**src/hw/pwt_defs.vh**
```
// Register map, field positions and codes for the configurable PWM timer.
// Assumes a 32-bit APB slave with byte addresses decoded on paddr[7:0].
`ifndef PWT_DEFS_VH
`define PWT_DEFS_VH

// Register byte offsets, one aligned word each
`define PWT_CTRL        8'h00
`define PWT_STATUS      8'h04
`define PWT_IRQ_MASK    8'h08
`define PWT_DMA_MASK    8'h0c
`define PWT_COUNT       8'h10
`define PWT_PRESC       8'h14
`define PWT_RELOAD      8'h18
`define PWT_DEADTIME    8'h1c
`define PWT_CCMODE      8'h20
`define PWT_OUT_EN      8'h24
`define PWT_CCR0        8'h30
`define PWT_CCR_LAST    8'h3c

// Control register fields
`define PWT_CTRL_EN     0
`define PWT_CTRL_DIR_LO 1
`define PWT_CTRL_DIR_HI 2
`define PWT_CTRL_OPM    3
`define PWT_CTRL_FRZ    4
`define PWT_CTRL_DOFF   5
`define PWT_CTRL_MOE    6
`define PWT_CTRL_SLV_LO 8
`define PWT_CTRL_SLV_HI 9
`define PWT_CTRL_ENC    10
`define PWT_CTRL_W      11

// Counting directions
`define PWT_DIR_UP      2'h0
`define PWT_DIR_DOWN    2'h1
`define PWT_DIR_CENTER  2'h2

// Link (slave) modes
`define PWT_SLV_NONE    2'h0
`define PWT_SLV_RESET   2'h1
`define PWT_SLV_GATED   2'h2
`define PWT_SLV_EXTCLK  2'h3

// Channel modes, four bits per channel in the mode register
`define PWT_CC_FROZEN   2'h0
`define PWT_CC_CAPTURE  2'h1
`define PWT_CC_TOGGLE   2'h2
`define PWT_CC_PWM      2'h3

// Status bits: update in bit 0, channel i in bit i+1
`define PWT_ST_UPD      0
`define PWT_ST_W        5

// Reset values
`define PWT_RELOAD_RST  16'hffff

`endif

```
**src/hw/pwt_timer.v**
```verilog
// Configurable 16-bit timer: counter, prescaler, up to four capture/compare
// channels, complementary outputs with dead-time, timer link, IRQ and DMA.
// Assumes an APB master on pclk; all pin and link inputs are synchronous.
//
// Summary of operation
// Four-channel variant counts up, down or up/down behind 16-bit prescaler.
// Each of four channels does capture, compare, edge/center PWM or one-pulse.
// PWM duty covers 0% (compare zero) through 100% (compare above reload).
// Up to three complementary pairs with programmable dead-time at each edge.
// Debug halt can freeze the counter and force outputs inactive.
// Link input resets, gates or clocks counter; update drives link output.
// Up/down variant raises DMA requests and counts quadrature encoder pairs.
// Single-channel variant: 16-bit up-only counter, 16-bit prescaler, one channel.
// Two-channel variant has one complementary output on channel zero.
// Compact variants have one channel with one complementary output.
// Complementary variants raise DMA requests; counter freezes in debug halt.
// Advanced variant: four channels, three complementary outputs, DMA.
// Every general variant works as PWM generator or plain timebase.
// Basic variants have no channels, count up only, serve as timebases.
// Reload at end of count signals update for IRQ, DMA and link.
//
// Design decisions made here: register access over APB and the address map.
`timescale 1ns/100ps
`include "pwt_defs.vh"

module pwt_timer #(
    parameter CH_NUM   = 4,   // Capture/compare channels, 0 for a basic timebase
    parameter COMP_NUM = 3,   // Channels with a complementary output
    parameter UPDOWN   = 1,   // Down and center counting allowed
    parameter ENC_EN   = 1,   // Quadrature encoder counting allowed
    parameter DMA_EN   = 1    // DMA request outputs active
) (
    input  wire        pclk,
    input  wire        presetn,
    input  wire        psel,
    input  wire        penable,
    input  wire        pwrite,
    input  wire [7:0]  paddr,
    input  wire [31:0] pwdata,
    output reg  [31:0] prdata,
    output reg         pready,
    output reg         pslverr,
    input  wire        dbg_halt,
    input  wire        link_trig_in,
    output reg         link_trig_out,
    input  wire        enc_a,
    input  wire        enc_b,
    input  wire [3:0]  cap_in,
    output reg  [3:0]  ch_out,
    output reg  [2:0]  ch_out_n,
    output reg  [4:0]  dma_req,
    output reg         irq
);
    localparam [3:0] CH_MASK   = (4'h1 << CH_NUM) - 4'h1;
    localparam [2:0] COMP_MASK = (3'h1 << COMP_NUM) - 3'h1;

    reg  [`PWT_CTRL_W-1:0] ctrl_reg;
    reg  [4:0]             status_reg;
    reg  [4:0]             imask_reg;
    reg  [4:0]             dmask_reg;
    reg  [15:0]            presc_reg;
    reg  [15:0]            reload_reg;
    reg  [7:0]             dt_reg;
    reg  [15:0]            ccmode_reg;
    reg  [6:0]             oen_reg;
    reg  [15:0]            cnt_reg;
    reg  [15:0]            psc_reg;
    reg                    down_reg;
    reg                    trig_q;
    reg                    enc_a_q;
    reg  [3:0]             cap_q;
    wire [15:0]            ccr_w [0:3];
    wire [3:0]             ref_w;
    wire [3:0]             cc_evt;

    // Bus access completes on the second access cycle; pready is registered
    wire acc     = psel & penable & pready;
    wire mapped  = (paddr[1:0] == 2'h0) &&
                   ((paddr <= `PWT_OUT_EN) ||
                    (paddr >= `PWT_CCR0 && paddr <= `PWT_CCR_LAST));
    wire wr      = acc & pwrite & mapped;                                   // Unmapped words drop writes

    // Counter controls
    wire [1:0] dir    = UPDOWN ? ctrl_reg[`PWT_CTRL_DIR_HI:`PWT_CTRL_DIR_LO]
                               : `PWT_DIR_UP;
    wire [1:0] slv    = ctrl_reg[`PWT_CTRL_SLV_HI:`PWT_CTRL_SLV_LO];
    wire       enc_on = (ENC_EN != 0) & ctrl_reg[`PWT_CTRL_ENC];
    wire       halted = dbg_halt & ctrl_reg[`PWT_CTRL_FRZ];
    wire       trig_rise = link_trig_in & ~trig_q;
    wire       gate_ok   = (slv != `PWT_SLV_GATED) | link_trig_in;
    wire       run       = ctrl_reg[`PWT_CTRL_EN] & ~halted & gate_ok;
    wire       psc_adv   = (slv == `PWT_SLV_EXTCLK) ? trig_rise : 1'b1;
    wire       psc_wrap  = psc_adv & (psc_reg == presc_reg);
    wire       enc_chg   = enc_a ^ enc_a_q;
    wire       enc_up    = enc_a ^ enc_b;
    wire       step      = run & (enc_on ? enc_chg : psc_wrap);
    wire       center    = (dir == `PWT_DIR_CENTER);
    wire       going_dn  = enc_on ? ~enc_up : ((dir == `PWT_DIR_DOWN) | (center & down_reg));
    wire       at_end    = going_dn ? (cnt_reg == 16'h0000) : (cnt_reg == reload_reg);
    wire       trig_rst  = run & (slv == `PWT_SLV_RESET) & trig_rise;
    wire       upd_evt   = (step & at_end) | trig_rst;
    wire       outs_off  = ~ctrl_reg[`PWT_CTRL_MOE] |
                           (dbg_halt & ctrl_reg[`PWT_CTRL_DOFF]);

    // Input history for edge detection
    always @(posedge pclk or negedge presetn) begin
        if (!presetn) begin
            trig_q  <= 1'b0;
            enc_a_q <= 1'b0;
            cap_q   <= 4'h0;
        end else begin
            trig_q  <= link_trig_in;
            enc_a_q <= enc_a;
            cap_q   <= cap_in;
        end
    end

    // Configuration registers; one-pulse mode drops the enable at the update
    always @(posedge pclk or negedge presetn) begin
        if (!presetn) begin
            ctrl_reg   <= {`PWT_CTRL_W{1'b0}};
            imask_reg  <= 5'h00;
            dmask_reg  <= 5'h00;
            presc_reg  <= 16'h0000;
            reload_reg <= `PWT_RELOAD_RST;
            dt_reg     <= 8'h00;
            ccmode_reg <= 16'h0000;
            oen_reg    <= 7'h00;
        end else begin
            if (wr && paddr == `PWT_CTRL)
                ctrl_reg <= pwdata[`PWT_CTRL_W-1:0];
            else if (upd_evt && ctrl_reg[`PWT_CTRL_OPM])
                ctrl_reg[`PWT_CTRL_EN] <= 1'b0;
            if (wr && paddr == `PWT_IRQ_MASK)
                imask_reg <= pwdata[4:0];
            if (wr && paddr == `PWT_DMA_MASK)
                dmask_reg <= pwdata[4:0];
            if (wr && paddr == `PWT_PRESC)
                presc_reg <= pwdata[15:0];
            if (wr && paddr == `PWT_RELOAD)
                reload_reg <= pwdata[15:0];
            if (wr && paddr == `PWT_DEADTIME)
                dt_reg <= pwdata[7:0];
            if (wr && paddr == `PWT_CCMODE)
                ccmode_reg <= pwdata[15:0];
            if (wr && paddr == `PWT_OUT_EN)
                oen_reg <= pwdata[6:0];
        end
    end

    // Counter, prescaler and center-mode direction
    always @(posedge pclk or negedge presetn) begin
        if (!presetn) begin
            cnt_reg  <= 16'h0000;
            psc_reg  <= 16'h0000;
            down_reg <= 1'b0;
        end else if (wr && paddr == `PWT_COUNT) begin
            cnt_reg <= pwdata[15:0];
            psc_reg <= 16'h0000;
        end else if (trig_rst) begin
            cnt_reg  <= 16'h0000;
            psc_reg  <= 16'h0000;
            down_reg <= 1'b0;
        end else begin
            if (run && psc_adv && !enc_on)
                psc_reg <= psc_wrap ? 16'h0000 : psc_reg + 16'h0001;
            if (step) begin
                if (at_end && center) begin
                    // Turn round at either end so both ends see the update
                    down_reg <= ~down_reg;
                    cnt_reg  <= going_dn ? cnt_reg + 16'h0001 : cnt_reg - 16'h0001;
                end else if (at_end)
                    cnt_reg <= going_dn ? reload_reg : 16'h0000;
                else
                    cnt_reg <= going_dn ? cnt_reg - 16'h0001 : cnt_reg + 16'h0001;
            end
        end
    end

    // Per-channel capture/compare logic; unbuilt channels stay idle
    genvar i;
    generate
        for (i = 0; i < 4; i = i + 1) begin : g_ch
            localparam integer CCR_OFS = 4 * i;
            reg  [15:0] ccr_reg;
            reg         tog_reg;
            wire [1:0]  mode  = ccmode_reg[4*i+1:4*i];
            wire        exist = CH_MASK[i];
            wire        match = exist && run && cnt_reg == ccr_reg;
            wire        capt  = exist && mode == `PWT_CC_CAPTURE &&
                                (ccmode_reg[4*i+3] ? (~cap_in[i] & cap_q[i])
                                                   : (cap_in[i] & ~cap_q[i]));
            assign ccr_w[i]  = ccr_reg;
            assign cc_evt[i] = capt | (match & (mode != `PWT_CC_CAPTURE));
            // Compare 0 never active, compare above reload always active
            assign ref_w[i]  = exist & ((mode == `PWT_CC_PWM) ? (cnt_reg < ccr_reg)
                                                              : tog_reg);
            always @(posedge pclk or negedge presetn) begin
                if (!presetn) begin
                    ccr_reg <= 16'h0000;
                    tog_reg <= 1'b0;
                end else begin
                    if (capt)
                        ccr_reg <= cnt_reg;
                    else if (wr && paddr == (`PWT_CCR0 + CCR_OFS[7:0]))
                        ccr_reg <= pwdata[15:0];
                    if (mode == `PWT_CC_TOGGLE && match && step)
                        tog_reg <= ~tog_reg;
                    else if (mode == `PWT_CC_FROZEN)
                        tog_reg <= 1'b0;
                end
            end
        end
    endgenerate

    // Dead-time pairs: each edge of the reference delays the rising side
    generate
        for (i = 0; i < 3; i = i + 1) begin : g_dt
            reg [7:0] dt_cnt;
            reg       ref_q;
            always @(posedge pclk or negedge presetn) begin
                if (!presetn) begin
                    dt_cnt <= 8'h00;
                    ref_q  <= 1'b0;
                end else begin
                    ref_q <= ref_w[i];
                    if (ref_w[i] != ref_q)
                        dt_cnt <= 8'h00;
                    else if (dt_cnt != dt_reg)
                        dt_cnt <= dt_cnt + 8'h01;
                end
            end
            wire done = (ref_w[i] == ref_q) && (dt_cnt == dt_reg);
            wire comp = COMP_MASK[i] & oen_reg[4+i];
            always @(posedge pclk or negedge presetn) begin
                if (!presetn) begin
                    ch_out[i]   <= 1'b0;
                    ch_out_n[i] <= 1'b0;
                end else begin
                    ch_out[i]   <= ~outs_off & oen_reg[i] & ref_w[i] & (~comp | done);
                    ch_out_n[i] <= ~outs_off & comp & ~ref_w[i] & done;
                end
            end
        end
    endgenerate

    // Channel 3 never has a complementary partner
    always @(posedge pclk or negedge presetn) begin
        if (!presetn)
            ch_out[3] <= 1'b0;
        else
            ch_out[3] <= ~outs_off & oen_reg[3] & ref_w[3];
    end

    // Sticky status: hardware set wins over a write-one clear in the same cycle
    wire [4:0] evt_w = {cc_evt & CH_MASK, upd_evt};
    always @(posedge pclk or negedge presetn) begin
        if (!presetn)
            status_reg <= 5'h00;
        else if (wr && paddr == `PWT_STATUS)
            status_reg <= (status_reg & ~pwdata[4:0]) | evt_w;
        else
            status_reg <= status_reg | evt_w;
    end

    // Interrupt level, DMA pulses and link output, all registered
    always @(posedge pclk or negedge presetn) begin
        if (!presetn) begin
            irq           <= 1'b0;
            dma_req       <= 5'h00;
            link_trig_out <= 1'b0;
        end else begin
            irq           <= |(status_reg & imask_reg);
            dma_req       <= (DMA_EN != 0) ? (evt_w & dmask_reg) : 5'h00;
            link_trig_out <= upd_evt;
        end
    end

    // Read mux; the counter value reflects live state
    reg [31:0] rd_w;
    always @* begin
        rd_w = 32'h0000_0000;
        case (paddr)
            `PWT_CTRL:     rd_w = {21'h0, ctrl_reg};
            `PWT_STATUS:   rd_w = {27'h0, status_reg};
            `PWT_IRQ_MASK: rd_w = {27'h0, imask_reg};
            `PWT_DMA_MASK: rd_w = {27'h0, dmask_reg};
            `PWT_COUNT:    rd_w = {16'h0, cnt_reg};
            `PWT_PRESC:    rd_w = {16'h0, presc_reg};
            `PWT_RELOAD:   rd_w = {16'h0, reload_reg};
            `PWT_DEADTIME: rd_w = {24'h0, dt_reg};
            `PWT_CCMODE:   rd_w = {16'h0, ccmode_reg};
            `PWT_OUT_EN:   rd_w = {25'h0, oen_reg};
            8'h30:         rd_w = {16'h0, ccr_w[0]};
            8'h34:         rd_w = {16'h0, ccr_w[1]};
            8'h38:         rd_w = {16'h0, ccr_w[2]};
            8'h3c:         rd_w = {16'h0, ccr_w[3]};
            default:       rd_w = 32'h0000_0000;
        endcase
    end

    // APB handshake: one wait state, error on unmapped addresses
    always @(posedge pclk or negedge presetn) begin
        if (!presetn) begin
            pready  <= 1'b0;
            pslverr <= 1'b0;
            prdata  <= 32'h0000_0000;
        end else begin
            pready  <= psel & penable & ~pready;
            pslverr <= psel & penable & ~pready & ~mapped;
            if (psel && penable && !pready && !pwrite)
                prdata <= mapped ? rd_w : 32'h0000_0000;
        end
    end
endmodule

```
**config.mk**
```make
export PLATFORM = sky130hd
export DESIGN_NAME = pwt_timer
export DESIGN_NICKNAME = d
export VERILOG_FILES = /design/src/hw/pwt_timer.v
export VERILOG_INCLUDE_DIRS = /design/src /design/src/hw
export SDC_FILE = /design/constraint.sdc
export NUM_CORES = 1
export LEC_CHECK = 0
export ABC_AREA = 1
export ABC_CLOCK_PERIOD_IN_PS = 2000
export BUFFER_PORTS_ARGS = -buffer_cell sky130_fd_sc_hd__clkbuf_2
export CAP_MARGIN = 20
export CORE_ASPECT_RATIO = 0.7
export CORE_UTILIZATION = 50
export DETAILED_ROUTE_END_ITERATION = 16
export GPL_TIMING_DRIVEN = 0
export HOLD_SLACK_MARGIN = 0.02
export MAX_ROUTING_LAYER = met4
export PLACE_DENSITY = 0.7
export SYNTH_ARGS = -nofsm -noshare
export SYNTH_HDL_FRONTEND = slang
export SYNTH_SLANG_ARGS = --single-unit
```
**constraint.sdc**
```tcl
create_clock -name pclk -period 2 [get_ports pclk]
set_input_delay 0.2 -clock pclk [delete_from_list [all_inputs] [get_ports pclk]]
set_output_delay 0.2 -clock pclk [all_outputs]
set_load 0.005 [all_outputs]
```
==> summary.md <==
| Metric | Value |
|---|---|
| Reg2Reg Capture Point | `ch_out_n[2]$_DFF_PN0_` |
| Pwr per Cell Area | `1010 nW/um2` |
| DP HPWL | `47500 um` |
| Reg area | `6430 um2` |
| TritonCTS clock tree | `built` |
| Fin Clk Skew | `0.0254 ns` |
| Final Core Density | `62.9%` |
| DR iter-0 viols | `2294` |
| Final number of setup-violating endpoints | `52` |
| Multi-input gate area | `9550 um2` |
| Placement-stage cell area | `17400 um2` |
| Die Width | `219 um` |
| Max Cap Violations | `0` |
| Critical path class | `reg -> reg` |
| Yosys warning count | `0` |
| Outcome | `complete, but fails checks` |
| Antenna Nets Post-Route | `0` |
| R2R cell count | `14` |
| Fill cells | `2846` |
| R2R setup slack | `-0.26 ns` |
| Vias in the first global route | `16000` |
| Clock latency on the worst-skew pair | `0.58 ns` |
| Placer congestion estimate | `1.02` |
| Final instance area | `20400 um2` |
| Min Tclk post-route | `2.26 ns` |
| # clock sinks | `255` |
| Min Hold Slack | `0.134 ns` |
| Io pins | `101` |
| Mapped cell area | `16500 um2` |
| Hold_sp | `pwdata[11]` |
| Vias | `17400` |
| Layout cell share with drive strength beyond 1 | `21.1%` |
| DRC | `0` |
| Worst-path fanout max | `5` |
| Drt first pass iters | `8` |
| Endpoints failing hold | `0` |
| Total track usage | `39.3%` |
| Min-delay worst type | `in -> reg` |
| Dpl ws | `-0.809 ns` |
| Die area | `33800 um2` |
| Die height | `154 um` |
| Final setup margin | `-0.256 ns` |
| CTS buffer count | `28` |
| Worst EP arrival | `2.71 ns` |
| Mean post-synth cell area | `7.05 um2` |
| Slew Viols, Final | `0` |
| Top-count cell post-synth | `nand2_1` |
| First-pass GRT wire length | `96100 um` |
| Peak VDD IR | `734 uV` |
| Synth Flop Type | `dfrtp_1` |
| Core Area | `32400 um2` |
| Largest net degree at the start of global routing | `107` |
| Vias per cell | `5.86` |
| Clk pin slew, worst setup/hold paths | `0.06 ns` |
| CTS max path bufs | `3` |
| Worst hold stages | `3` |
| Yosys cell types | `49` |
| Sequential area share after synthesis | `38.8%` |
| Initial antenna violation count | `1` |
| Synth async-reset ratio | `100%` |
| Post-synth EDFFs | `0` |
| Top post-synthesis cells by area | `dfrtp_1 (36%), nand2_1 (16%), o21ai_0 (6.9%), inv_1 (6.4%), ha_1 (5.4%)` |
| Violated checks | `setup timing` |
| Initial core utilization | `50.9%` |
| Yosys reg bits | `255` |
| Period Utilization, post-route | `113%` |
| Placed cell count | `2839` |
| Max reg flops | `64` |
| CP startpoint kind | `register` |
| Relative slew slack | `28.7%` |
| Synth area leader | `dfrtp_1` |
| Area delta synth->final | `23.6%` |
| Clock root buffer | `clkbuf_16` |
| LEAKAGE | `10.5 nW` |
| Worst r2r src | `cnt_reg[1]$_DFFE_PN0P_` |
| PnR Total Power | `20.7 mW` |
| Nets | `2642` |
| PortBufs | `54` |
| Total grt overflow | `0` |
| H-tree depth | `1` |
| Pin slew with the least headroom to its limit | `1.07 ns` |
| FP Rows | `55` |
| Syn Inst Count | `2341` |
| RSZ-0062 raised after global routing | `true` |
| Synth top area share | `36.2%` |
| Non-filler cells, final | `2963` |
| WL final | `64500 um` |
| WL per Instance | `21.8 um` |
| Top post-synthesis cells by count | `nand2_1 (720), inv_1 (283), dfrtp_1 (239)` |
| Achievable frequency | `443 MHz` |
| Hold Path Sink | `reload_reg[11]$_DFFE_PN1P_` |
| Worst Path Required | `2.45 ns` |
| Crit. End Element | `register` |
| Fin Setup TNS | `-6.64 ns` |
[cell families after synthesis]
kind of cell    Yosys count  share of synthesized area, %
fa+ha+maj                71                          5.38
xor+xnor                 29                          1.54
flops                   255                          38.8
buf+inv                 423                          10.7
mux                       3                         0.205
simple gates           1119                          28.6
compound gates          440                          14.8
other cells               1                        0.0227
[timing repair]
| action | CTS | global route |
|---|---|---|
| hold buffers | 13 | 0 |
| gates resized for setup | 175 | 192 |
| endpoints found under the setup margin | 104 | 102 |
| pin swaps | 49 | 80 |
| cloned | 1 | 1 |
| hold endpoints to repair | 109 | 0 |
| buffers inserted | 48 | 16 |
[power breakdown]
part / internal [mW] / leakage (nW) / switching [mW]
Clock: 2.82 / 0.429 / 2.28
Sequential: 5.66 / 2.68 / 0.747
Combinational: 3.55 / 7.40 / 5.62
[cell usage in the layout (no fill, tap or decap), types with 27 or more instances in the layout]
cell type,synthesis,layout
a21oi_1,87,67
buf_4,26,64
clkbuf_1,40,39
clkbuf_16,0,30
clkbuf_2,3,62
dfrtp_1,239,223
ha_1,71,51
inv_1,283,269
inv_2,30,34
nand2_1,720,666
nand2_2,3,39
nand3_1,102,83
nand4_1,50,50
nor2_1,153,122
nor3_1,48,27
o211ai_1,27,27
o21ai_0,229,212
o22ai_1,52,52
xor2_1,28,27
[critical path, stage by stage (launching register included)]
cell and delay [ns]:
dfrtp_2 0.45, buf_8 0.16, ha_1 0.31, a21oi_1 0.18, o21ai_1 0.08, nand2_1 0.06
nand3_1 0.07, nand2_1 0.08, nand2_2 0.11, nand2_2 0.12, nand2_4 0.08, nand3b_1 0.21
inv_1 0.08, nand2_1 0.09, inv_2 0.04
[worst max path at each step]
stage / startpoint / endpoint / slack [ns] / cells after the start
after floorplan: cnt_reg[13]$_DFFE_PN0P_ / ch_out_n[1]$_DFF_PN0_ / 0.08 / 13
after global placement: presetn / prdata[10]$_DFFE_PN0P_ / -4.77 / 1
after detailed placement: ctrl_reg[4]$_DFFE_PN0P_ / cnt_reg[10]$_DFFE_PN0P_ / -0.81 / 10
after CTS: cnt_reg[12]$_DFFE_PN0P_ / ch_out_n[2]$_DFF_PN0_ / -0.17 / 11
after global routing: cnt_reg[0]$_DFFE_PN0P_ / cnt_reg[13]$_DFFE_PN0P_ / -0.33 / 15
final: cnt_reg[1]$_DFFE_PN0P_ / ch_out_n[2]$_DFF_PN0_ / -0.26 / 14
[area by class of cell]
class / instances / share of cell area, %
multi-input combinational: 1678 / 46.8
sequential: 255 / 31.5
inverter: 314 / 5.97
timing repair buffer: 132 / 5.52
clock buffer: 40 / 4.00
buffer: 109 / 3.38
tap: 427 / 2.62
clock inverter: 7 / 0.209
antenna: 1 / 0.0123
[metal layers]
metal  global-route usage [%]  up-vias  share of wire (%)
li1                         -     7939                  -
met1                     56.7     8253                 43
met2                     53.5     1011                 41
met3                     9.52      153                 12
met4                     12.9        0                3.6
met5                        -        -                  0
(Power assumes the default switching activity.)
